===== src/pkg/tpt_pkg.sv =====
// Shared constants and types for the triple programmable timer.
package tpt_pkg;

    // ****************************************************************
    // Sizes
    // ****************************************************************
    localparam int TPT_NTMR = 3;
    localparam int TPT_NEXT = 2;

    // ****************************************************************
    // Count values and interrupt codes
    // ****************************************************************
    localparam logic [15:0] TPT_CNT_RST = 16'h0000;
    localparam logic [15:0] TPT_CNT_ONE = 16'h0001;
    localparam logic [7:0]  TPT_TYPE_T0 = 8'h08;
    localparam logic [7:0]  TPT_TYPE_T1 = 8'h12;
    localparam logic [7:0]  TPT_TYPE_T2 = 8'h13;
    localparam logic [1:0]  TPT_SRC_T0  = 2'h0;
    localparam logic [1:0]  TPT_SRC_T1  = 2'h1;
    localparam logic [1:0]  TPT_SRC_T2  = 2'h2;

    // ****************************************************************
    // Poll phase, one timer evaluation every four clocks
    // ****************************************************************
    typedef enum logic [3:0] {
        TPT_PH0 = 4'b0001,
        TPT_PH1 = 4'b0010,
        TPT_PH2 = 4'b0100,
        TPT_PH3 = 4'b1000
    } tpt_phase_t;

endpackage


===== src/verilog/tpt_timers.sv =====
// Three programmable timers with pins, demodulation gating and shared interrupt.
// What this block does
// - Three independent timers with 16-bit counts; watchdog lives elsewhere.
// - Timers 0 and 1 each count an input pin and drive an output pin.
// - Timers 0 and 1 time the high and low phases of the demodulation input.
// - Timer 2 has no pins; it times delays, prescales, and paces DMA.
// - Eleven 16-bit control registers steer the timers from outside.
// - Count always holds present value; writable any time, running or not.
// - Each qualifying event adds one to the timer count.
// - Count clears to zero when it reaches the active limit; limit never held.
// - Timers 0 and 1 alternate primary and secondary limits at each terminal count.
// - Primary only: output pin low one clock at terminal count, else high.
// - Both limits: output pin level shows which limit is in control.
// - Timers are evaluated once every four clocks.
// - External clocking: output may lag the input edge by up to seven clocks.
// - One shared interrupt; timer 0 highest priority, timer 2 lowest.
// - Interrupt type codes are programmable in slave mode.
// - Terminal count sets a sticky flag and, if enabled, requests interrupt.
`timescale 1ns/1ps
module tpt_timers
    import tpt_pkg::*;
(
    // Clock and reset
    input  wire logic        core_clk,
    input  wire logic        rst,
    // Timer mode controls
    input  wire logic [2:0]  tmr_en,
    input  wire logic [2:0]  tmr_cont,
    input  wire logic [2:0]  tmr_int_en,
    input  wire logic [1:0]  tmr_ext_clk,
    input  wire logic [1:0]  tmr_prescale,
    input  wire logic [1:0]  tmr_alt,
    input  wire logic [15:0] max_a [TPT_NTMR],
    input  wire logic [15:0] max_b [TPT_NEXT],
    // Count access
    input  wire logic [2:0]  cnt_wr,
    input  wire logic [15:0] cnt_wdata [TPT_NTMR],
    output logic      [15:0] cnt [TPT_NTMR],
    // Flags and interrupt
    input  wire logic [2:0]  tc_flag_clr,
    input  wire logic        slave_mode,
    input  wire logic [7:0]  slave_type [TPT_NTMR],
    output logic      [2:0]  terminal_count_flag,
    output logic             irq,
    output logic      [7:0]  irq_type,
    output logic      [1:0]  irq_src,
    // Pins and internal pacing
    input  wire logic [1:0]  tmr_in,
    input  wire logic        pwd_en,
    input  wire logic        pwd_in,
    output logic      [1:0]  tmr_out,
    output logic             t2_dma_req
);

    // ****************************************************************
    // Poll phase
    // ****************************************************************
    tpt_phase_t phase;
    tpt_phase_t next_phase;
    wire        tick = phase == TPT_PH3;

    always_comb begin
        unique case (phase)
            TPT_PH0: next_phase = TPT_PH1;
            TPT_PH1: next_phase = TPT_PH2;
            TPT_PH2: next_phase = TPT_PH3;
            TPT_PH3: next_phase = TPT_PH0;
            default: next_phase = TPT_PH0;
        endcase
    end

    // Polling every fourth clock keeps event decode off the critical path.
    always_ff @(posedge core_clk) begin
        if (rst) begin
            phase <= TPT_PH0;
        end else begin
            phase <= next_phase;
        end
    end

    // ****************************************************************
    // Pin synchronisers and edge capture
    // ****************************************************************
    logic [2:0] sync1;
    logic [2:0] sync2;
    logic [1:0] prev;
    logic [1:0] pend;
    wire  [1:0] rise    = sync2[1:0] & ~prev;
    wire  [1:0] edge_in = pend | rise;
    wire        pwd_lvl = sync2[2];

    always_ff @(posedge core_clk) begin
        if (rst) begin
            sync1 <= 3'h0;
            sync2 <= 3'h0;
            prev  <= 2'h0;
            pend  <= 2'h0;
        end else begin
            sync1 <= {pwd_in, tmr_in};
            sync2 <= sync1;
            prev  <= sync2[1:0];
            pend  <= tick ? 2'h0 : edge_in;
        end
    end

    // ****************************************************************
    // Event selection and counters
    // ****************************************************************
    logic [2:0]  ev;
    logic [2:0]  tc_w;
    logic [2:0]  useb_w;
    wire  [2:0]  alt_w = {1'b0, tmr_alt};
    wire  [15:0] maxb_w [TPT_NTMR];

    assign maxb_w[0] = max_b[0];
    assign maxb_w[1] = max_b[1];
    assign maxb_w[2] = TPT_CNT_RST;
    assign ev[2]     = tick;

    genvar i;
    generate
        for (i = 0; i < TPT_NEXT; i++) begin : g_ext
            localparam logic PHASE_HI = (i == 0);
            wire ev_pwd = tick & (pwd_lvl == PHASE_HI);
            wire ev_ext = tick & edge_in[i];
            assign ev[i] = pwd_en ? ev_pwd
                         : tmr_prescale[i] ? tc_w[2]
                         : tmr_ext_clk[i] ? ev_ext : tick;

            // Output pins idle high so a lone limit shows as a low blip.
            always_ff @(posedge core_clk) begin
                if (rst) begin
                    tmr_out[i] <= 1'b1;
                end else if (tmr_alt[i]) begin
                    tmr_out[i] <= ~useb_w[i];
                end else begin
                    tmr_out[i] <= ~tc_w[i];
                end
            end

        end

        for (i = 0; i < TPT_NTMR; i++) begin : g_cnt
            tpt_counter u_cnt (
                .core_clk (core_clk),
                .rst      (rst),
                .en       (tmr_en[i]),
                .cont     (tmr_cont[i]),
                .alt      (alt_w[i]),
                .max_a    (max_a[i]),
                .max_b    (maxb_w[i]),
                .event_in (ev[i]),
                .wr       (cnt_wr[i]),
                .wdata    (cnt_wdata[i]),
                .count    (cnt[i]),
                .tc       (tc_w[i]),
                .use_b    (useb_w[i])
            );
        end
    endgenerate

    // ****************************************************************
    // Flags and shared interrupt
    // ****************************************************************
    wire [2:0] req      = terminal_count_flag & tmr_int_en;
    wire [1:0] next_src = req[0] ? TPT_SRC_T0 : req[1] ? TPT_SRC_T1 : TPT_SRC_T2;
    wire [7:0] def_type = req[0] ? TPT_TYPE_T0 : req[1] ? TPT_TYPE_T1 : TPT_TYPE_T2;
    wire [7:0] next_type = slave_mode ? slave_type[next_src] : def_type;

    // A terminal count landing on a clear keeps its flag set.
    always_ff @(posedge core_clk) begin
        if (rst) begin
            terminal_count_flag <= 3'h0;
            irq                 <= 1'b0;
            irq_type            <= TPT_TYPE_T0;
            irq_src             <= TPT_SRC_T0;
            t2_dma_req          <= 1'b0;
        end else begin
            terminal_count_flag <= (terminal_count_flag & ~tc_flag_clr) | tc_w;
            irq                 <= |req;
            irq_type            <= next_type;
            irq_src             <= next_src;
            t2_dma_req          <= tc_w[2];
        end
    end
endmodule


===== src/verilog/tpt_counter.sv =====
// One 16-bit timer count with primary and secondary limits.
`timescale 1ns/1ps
module tpt_counter
    import tpt_pkg::*;
(
    // Clock and reset
    input  wire logic        core_clk,
    input  wire logic        rst,
    // Mode
    input  wire logic        en,
    input  wire logic        cont,
    input  wire logic        alt,
    input  wire logic [15:0] max_a,
    input  wire logic [15:0] max_b,
    // Event and count access
    input  wire logic        event_in,
    input  wire logic        wr,
    input  wire logic [15:0] wdata,
    output logic      [15:0] count,
    output logic             tc,
    output logic             use_b
);

    logic        halted;
    wire  [15:0] active_max = use_b ? max_b : max_a;
    wire  [15:0] inc        = count + TPT_CNT_ONE;
    wire         running    = en & ~halted;
    wire         step       = event_in & running & ~wr;
    wire         hit        = inc == active_max;
    wire         wrap       = step & hit;
    wire         last       = wrap & ~cont & (~alt | use_b);

    // A software write wins over a count step in the same cycle.
    always_ff @(posedge core_clk) begin
        if (rst) begin
            count <= TPT_CNT_RST;
        end else if (wr) begin
            count <= wdata;
        end else if (wrap) begin
            count <= TPT_CNT_RST;
        end else if (step) begin
            count <= inc;
        end
    end

    always_ff @(posedge core_clk) begin
        if (rst) begin
            tc     <= 1'b0;
            use_b  <= 1'b0;
            halted <= 1'b0;
        end else begin
            tc     <= wrap;
            use_b  <= alt & (use_b ^ wrap);
            halted <= en & (halted | last);
        end
    end
endmodule


===== config.mk =====
export PLATFORM = sky130hd
export DESIGN_NAME = tpt_timers
export DESIGN_NICKNAME = d
export VERILOG_FILES = /design/src/pkg/tpt_pkg.sv /design/src/verilog/tpt_timers.sv /design/src/verilog/tpt_counter.sv
export SDC_FILE = /design/constraint.sdc
export NUM_CORES = 1
export LEC_CHECK = 0
export BUFFER_PORTS_ARGS = -buffer_cell sky130_fd_sc_hd__buf_2
export CORE_UTILIZATION = 50
export DETAILED_ROUTE_END_ITERATION = 16
export PLACE_DENSITY = 0.86
export SETUP_SLACK_MARGIN = 0.05
export SLEW_MARGIN = 30
export SYNTH_ARGS = -nofsm -noshare
export SYNTH_HDL_FRONTEND = slang
export SYNTH_SLANG_ARGS = --single-unit

===== constraint.sdc =====
create_clock -name core_clk -period 3.78 [get_ports core_clk]
set_clock_uncertainty 0.15 [all_clocks]
set_input_delay 0.756 -clock core_clk [delete_from_list [all_inputs] [get_ports core_clk]]
set_output_delay 0.756 -clock core_clk [all_outputs]
set_load 0.005 [all_outputs]

==> results of run 1 <==
[metal layers]
metal  part of all wire  track usage  up-vias
met1               0.42        0.362     3165
li1                   -            -     3349
met4              0.028        0.138        0
met2               0.48        0.491      370
met5                  0            0        -
met3              0.074       0.0491       45
[per-stage QoR]
step                cell area [sq um]  worst slack, ns  total power (W)
floorplan                        6120            0.719          0.00136
global placement                 7500            0.401          0.00157
detailed placement               7500            0.345          0.00159
CTS                              7780            0.365          0.00247
global route                     7790            0.160          0.00257
finish                           7790            0.436          0.00245
[final cells by class]
| class | count | area, sq um | area share |
|---|---|---|---|
| clock buffer | 9 | 225 | 0.0289 |
| clock inverter | 7 | 60.1 | 0.00771 |
| inverter | 37 | 139 | 0.0178 |
| multi-input combinational | 619 | 4060 | 0.521 |
| sequential | 87 | 1740 | 0.224 |
| tap | 147 | 184 | 0.0236 |
| timing repair buffer | 265 | 1380 | 0.177 |
[logic make-up after synthesis]
| logic type | synth area share |
|---|---|
| AND/OR/NAND/NOR | 0.252 |
| flip-flops | 0.284 |
| multiplexers | 0.0676 |
| XOR/XNOR | 0.112 |
| buffers and inverters | 0.0533 |
| AO/OA/AOI/OAI | 0.224 |
| adder cells (fa/ha/maj) | 0.00613 |
[registers in the layout, indices dropped and copies added, names as in the netlist]
register,cells
sync2,3
pend,2
g_cnt.u_cnt.use_b,2
g_cnt.u_cnt.tc,3
irq_src,2
irq_type,8
g_cnt.u_cnt.halted,3
phase,4
t2_dma_req,1
g_cnt.u_cnt.count,48
tmr_out,2
irq,1
prev,2
sync1,3
terminal_count_flag,3
[worst max path at each step]
stage / startpoint / to / cells past startpoint
floorplan: phase[2]$_SDFF_PP0_ / g_cnt[1].u_cnt.count[10]$_SDFFE_PP0P_ / 8
global placement: max_a[2] / g_cnt[2].u_cnt.count[1]$_SDFFE_PP0P_ / 9
detailed placement: max_a[2] / g_cnt[2].u_cnt.count[8]$_SDFFE_PP0P_ / 9
CTS: g_cnt[2].u_cnt.count[5]$_SDFFE_PP0P_ / g_cnt[2].u_cnt.count[1]$_SDFFE_PP0P_ / 8
global route: g_cnt[2].u_cnt.count[0]$_SDFFE_PP0P_ / g_cnt[2].u_cnt.count[8]$_SDFFE_PP0P_ / 9
finish: g_cnt[2].u_cnt.count[0]$_SDFFE_PP0P_ / g_cnt[2].u_cnt.count[1]$_SDFFE_PP0P_ / 9
[worst reg2reg max path, stage by stage, from the launching register on]
cell and delay (ns):
dfxtp_1 0.46, ha_1 0.37, nand4b_1 0.12, a2111oi_0 0.60
o2111ai_1 0.28, nand4bb_1 0.28, nor4_2 0.22, a31oi_2 0.31
a221oi_1 0.34, nor3_1 0.08
[cell usage after synthesis (all sizes together) (3+ instances only)]
library cell / number / area [sq um]
a21o: 3 / 22.5
a21oi: 69 / 349
a221oi: 14 / 123
a22oi: 7 / 52.6
a311oi: 7 / 67.6
a31o: 3 / 26.3
a31oi: 19 / 119
a32oi: 3 / 26.3
and2: 11 / 68.8
and3: 17 / 106
buf: 7 / 33.8
clkbuf: 41 / 154
dfxtp: 87 / 1740
ha: 3 / 37.5
inv: 37 / 139
mux2: 3 / 33.8
mux2i: 38 / 380
nand2: 50 / 188
nand2b: 8 / 50.1
nand3: 38 / 190
nand3b: 3 / 22.5
nand4: 16 / 100
nor2: 39 / 146
nor2b: 16 / 100
nor3: 30 / 150
nor3b: 14 / 105
nor4: 11 / 75.1
o211a: 5 / 50.1
o21a: 13 / 97.6
o21ai: 58 / 290
o22ai: 3 / 18.8
or2: 3 / 18.8
or3: 11 / 68.8
or4: 5 / 37.5
or4b: 3 / 37.5
xnor2: 42 / 368
xor2: 31 / 272
[report_power, final]
group | total, W | switching (W) | internal (W)
clock network | 0.000874 | 0.000414 | 0.000460
logic | 0.000520 | 0.000265 | 0.000256
registers | 0.00105 | 0.0000826 | 0.000972
total | 0.00245 | 0.000761 | 0.00169
==> run_results.csv, run 1 <==
group,metric,value,unit
synth,synthCells,791,
cts,post_cts_resized,0,
setup_path,required,3.84,ns
layout,nNetsFinal,1202,
synth,synth_edf_count,0,
setup_path,critical_path.cell_chain,"ha_1 > nand4b_1 > a2111oi_0 > o2111ai_1 > nand4bb_1 > nor4_2 > a31oi_2 > a221oi_1 > nor3_1",
global_route,gr-total-overflow,0,
sta,period_needed,3.34,ns
cts,clock_latency,0.35,ns
sta,timing.hold.ws,0.288,ns
setup_path,r2r_slack,0.44,ns
route,vias,6929,
cts,clockBufferDepth,2,
die,die_h,113,um
synth,synthArstFlopShare,0,
placed_design,place.gp.congestion,0.967,
global_route,first_global_vias,6243,
setup_path,worstSetupEndpointType,"flop",
cts,cts.sinks,87,
min_path,hold_class,"flop to flop",
layout,antenna_cells,0,
sta,final-hold-violation-count,0,
placed_design,dp_cells,1155,
min_path,hp-start,"sync1[0]$_SDFF_PP0_",
route,avgViaCountPerCell,5.92,
route,routed_wl,18.8,mm
route,drc,2,
synth,ys_seq_area_frac,0.284,
min_path,hold_depth,1,
sta,relSlewSlack,0.569,
setup_path,reg2reg_from,"g_cnt[2].u_cnt.count[0]$_SDFFE_PP0P_",
cts,htree_levels,3,
power,vdd_drop_max,0.187,mV
power,power.leakage,3.33,nW
sta,slew_violations,0,
cts,post-cts-setup-buffers,0,
route,avgRoutedWirePerCell,16.0,um
route,first_iter_violations,597,
synth,yosysWarnings,0,
synth,synthesis.nets,974,
synth,synthesis.area,6120,sq um
sta,fin_crit_sh,0.885,
layout,num-fill-cells,1023,
layout,final_common_cell,"buf_2",
global_route,grt_max_degree,44,
route,firstDrtPassIters,11,
setup_path,startpoint_type,"flop",
setup_path,slowest_delay,0.60,ns
layout,final_cells,1171,
cts,clk_pin_slew,0.07,ns
cts,cts_tree,"done",
synth,synth.avg_cell_area,7.74,sq um
cts,cts_inserted_buffers,9,
die,coreArea,12000,sq um
cts,ctsHoldBuffers,0,
job,cap_violations,0,
sta,worstMarginPinSlew,0.646,ns
global_route,antenna_found_initial,0,
layout,area_growth,27.2,%
setup_path,worst-endpoint-arrival,3.41,ns
setup_path,ff2ff_path_depth,9,
placed_design,port-buffer-count,244,
setup_path,crit_buf_inv,0,
die,num_rows,40,
synth,synth_cell_types,65,
layout,drive_gt1_frac,0.287,
setup_path,timing.rr.end,"g_cnt[2].u_cnt.count[1]$_SDFFE_PP0P_",
sta,setup_tns,0,ns
layout,post-route-util,0.651,
die,io_pins,245,
status,outcome,"finished with violations",
die,die_w,113,um
power,cellPowerDensity,314,nW/um^2
status,violations,"DRC",
die,initial_core_util,0.512,
placed_design,dpl.hpwl,14.0,mm
die,dieArea,12700,sq um
global_route,grt.total_usage,0.291,
route,ant_nets,0,
layout,final_cell_mix,"244 x buf_2, 87 x dfxtp_1, 68 x a21oi_1, 50 x nand2_1, 43 x o21ai_0",
cts,clockRootBuffer,"clkbuf_16",
global_route,grt_pass1_wl,29.8,mm
setup_path,crit_family,"compound AO/OA/AOI/OAI gates",
sta,fmax,299,MHz
min_path,hold_end,"sync2[0]$_SDFF_PP0_",
synth,ys_ff_latch,87,
setup_path,slowest_stage,"a2111oi_0",
synth,ys.flop_type,"dfxtp_1",
setup_path,crit_fanout,11,
setup_path,critPathKind,"flop to flop",
sta,setup_viol,0,
sta,grt_setup_unrepaired,"no",
Power figures use the tool's default switching activity.
==> run 2: changes to the inputs <==
--- a/config.mk
+++ b/config.mk
@@ -6,11 +6,14 @@
 export NUM_CORES = 1
 export LEC_CHECK = 0
 export BUFFER_PORTS_ARGS = -buffer_cell sky130_fd_sc_hd__buf_2
+export CORE_MARGIN = 1
 export CORE_UTILIZATION = 50
 export DETAILED_ROUTE_END_ITERATION = 16
 export PLACE_DENSITY = 0.86
+export RECOVER_POWER = 50
 export SETUP_SLACK_MARGIN = 0.05
 export SLEW_MARGIN = 30
 export SYNTH_ARGS = -nofsm -noshare
 export SYNTH_HDL_FRONTEND = slang
+export SYNTH_HIERARCHICAL = 1
 export SYNTH_SLANG_ARGS = --single-unit
==> run 2 against run 1 <==
The run ends with capacitance limit, slew limit left; via count decreased by 3.6%; cell count grew 0.85%; largest cell class unchanged; non-clock buffer count fell by 13; first-iteration DRC count is 9.9% lower; fmax rose by 6.3%; design area rose by 1.7%; sequential share of layout area decreased by 0.12 points; synthesized area up 3.5%; critical path type unchanged; highest routed layer unchanged; power grew 2.3%; critical path depth is 2 lower; sequential power about the same.
==> run_results.csv, run 2 <==
group,metric,value,unit
status,outcome,"finished with violations",
status,violations,"capacitance limit, slew limit",
cts,cts_tree,"done",
die,io_pins,245,
setup_path,critical_path.cell_chain,"mux2i_1 > or3b_1 > o211a_1 > o31ai_4 > nand4_2 > nor2_2 > o22ai_1",
synth,synth_cell_types,51,
sta,final-hold-violation-count,0,
layout,area_growth,25.0,%
layout,drive_gt1_frac,0.266,
placed_design,place_area,7640,sq um
global_route,gr-usage-met1,0.339,
die,die_w,115,um
route,vias,6683,
route,avgViaCountPerCell,5.66,
cts,cts.sinks,88,
cts,cts_inserted_buffers,9,
layout,multi_input_area,4300,sq um
setup_path,worst-endpoint-arrival,3.16,ns
setup_path,worstSetupEndpointType,"flop",
placed_design,pre_cts_slack,0.701,ns
route,first_iter_violations,538,
synth,yosysWarnings,6,
global_route,grt_max_degree,32,
sta,worstMarginPinSlew,1.59,ns
die,num_rows,40,
setup_path,crit_fanout,12,
setup_path,startpoint_type,"flop",
global_route,first_global_vias,6097,
cts,post_cts_resized,0,
die,die_h,115,um
sta,period_needed,3.15,ns
layout,post-route-util,0.651,
synth,synth_area_leader_cell,"dfxtp_1",
die,dieArea,13100,sq um
global_route,antenna_found_initial,0,
setup_path,slowest_delay,0.76,ns
placed_design,dpl.hpwl,13.8,mm
cts,ctsHoldBuffers,0,
synth,synth.avg_cell_area,8.12,sq um
cts,post-cts-setup-buffers,0,
layout,largest_reg_flops,48,
layout,num-fill-cells,1075,
sta,fin_crit_sh,0.832,
layout,final_cell_mix,"222 x buf_2, 88 x dfxtp_1, 67 x a21oi_1, 66 x xnor2_1, 59 x nor2_1",
layout,design_area,7920,sq um
synth,ys_ff_latch,88,
placed_design,port-buffer-count,244,
layout,seqCellArea,1760,sq um
setup_path,critPathKind,"flop to flop",
route,avgRoutedWirePerCell,15.3,um
sta,slew_violations,32,
synth,synth.top_cell.area_share,0.278,
layout,antenna_cells,0,
power,vdd_drop_max,0.249,mV
synth,ys_top_cells_by_area,"dfxtp_1 28%, xnor2_1 9.1%, mux2i_1 8.2%",
layout,reg_top3,"g_cnt.u_cnt/count (48), irq_type (8), phase (4)",
setup_path,required,3.79,ns
synth,yosysMostFrequentCell,"dfxtp_1",
power,cellPowerDensity,316,nW/um^2
cts,clockRootBuffer,"clkbuf_16",
synth,ys.flop_type,"dfxtp_1",
sta,fmax,318,MHz
placed_design,place.gp.congestion,0.917,
cts,clockBufferDepth,2,
layout,final_common_cell,"buf_2",
job,cap_violations,1,
sta,setup_viol,0,
global_route,grt_pass1_wl,28.8,mm
synth,synth_edf_count,0,
layout,regMostFlops,"g_cnt.u_cnt/count",
sta,grt_setup_unrepaired,"no",
synth,synthArstFlopShare,0,
cts,clk_pin_slew,0.06,ns
sta,setup_tns,0,ns
synth,yosys-top-cells-count,"88 x dfxtp_1, 67 x a21oi_1, 66 x xnor2_1",
global_route,gr-total-overflow,0,
route,routed_wl,18.1,mm
sta,relSlewSlack,-0.0592,
min_path,hold_class,"flop to flop",
global_route,grt.total_usage,0.276,
synth,synthesis.area,6330,sq um
setup_path,slowest_stage,"dfxtp_1",
cts,htree_levels,3,
layout,nNetsFinal,1192,
global_route,use_met2,0.473,
cts,clock_latency,0.34,ns
route,drc,0,
synth,synthCells,780,
die,initial_core_util,0.521,
global_route,grt_use_met3,0.0482,
route,ant_nets,0,
synth,ys_seq_area_frac,0.278,
sta,fin_ws,0.635,ns
die,coreArea,12200,sq um
route,firstDrtPassIters,5,
global_route,busiest_layer,"met2",
power,power.leakage,3.25,nW
==> run 2: routing by layer <==
metal  share of wire  up-vias  routed length, um
li1                -     3247                  -
met1            0.41     3034               7390
met2            0.48      348               8710
met3           0.080       54               1460
met4           0.030        0                549
met5               0        -                  0
==> run 2: cell families (layout without fill, tap and decap cells) <==
kind of cell / after synthesis / in the layout / share of synthesized area
and+or+nand+nor: 274 / 274 / 0.232
AOI/OAI and AO/OA: 184 / 184 / 0.190
xor gates and xnor gates: 99 / 99 / 0.150
DFF: 88 / 88 / 0.278
buffers and inverters: 75 / 291 / 0.0535
muxes: 56 / 56 / 0.0899
adders and majority gates: 3 / 3 / 0.00593
other: 1 / 18 / 0.000592
==> run 2: metrics by stage <==
stage / power [W] / std cells / hold slack (ns)
floorplan: 0.00138 / 797 / 0.264
global placement: 0.00157 / 1166 / 0.270
detailed placement: 0.00158 / 1166 / 0.271
CTS: 0.00254 / 1181 / 0.286
global route: 0.00263 / 1181 / 0.309
finish: 0.00250 / 1181 / 0.284
==> run 2: worst max-delay path, delay by kind of cell (launching register included) <==
| family | cells | cell delay, ns |
|---|---|---|
| compound gates | 3 | 0.68 |
| mux | 1 | 0.33 |
| simple gates | 3 | 1.03 |
| flops | 1 | 0.76 |
==> run 2: path summary, 6_finish.rpt <==
| check | startpoint | endpoint | slack [ns] | cells past startpoint |
|---|---|---|---|---|
| min | sync1[0]$_SDFF_PP0_ | sync2[0]$_SDFF_PP0_ | 0.28 | 1 |
| max reg2reg | g_cnt[1].u_cnt/use_b$_SDFF_PP0_ | g_cnt[1].u_cnt/count[13]$_SDFFE_PP0P_ | 0.63 | 7 |
| max | g_cnt[1].u_cnt/use_b$_SDFF_PP0_ | g_cnt[1].u_cnt/count[13]$_SDFFE_PP0P_ | 0.63 | 7 |
| min reg2reg | sync1[0]$_SDFF_PP0_ | sync2[0]$_SDFF_PP0_ | 0.28 | 1 |
==> run 2: area by class of cell <==
type	count	area share
Timing Repair Buffer	252	0.158
Sequential cell	88	0.222
Multi-Input combinational cell	634	0.543
Tap cell	168	0.0265
Inverter	24	0.0114
Clock buffer	10	0.0289
Clock inverter	5	0.0104
==> run 2: report_power, final <==
group	internal [W]	leakage, nW	switching [W]
clock network	0.000575	0.141	0.000364
registers	0.000984	0.726	0.0000888
logic	0.000257	2.38	0.000235
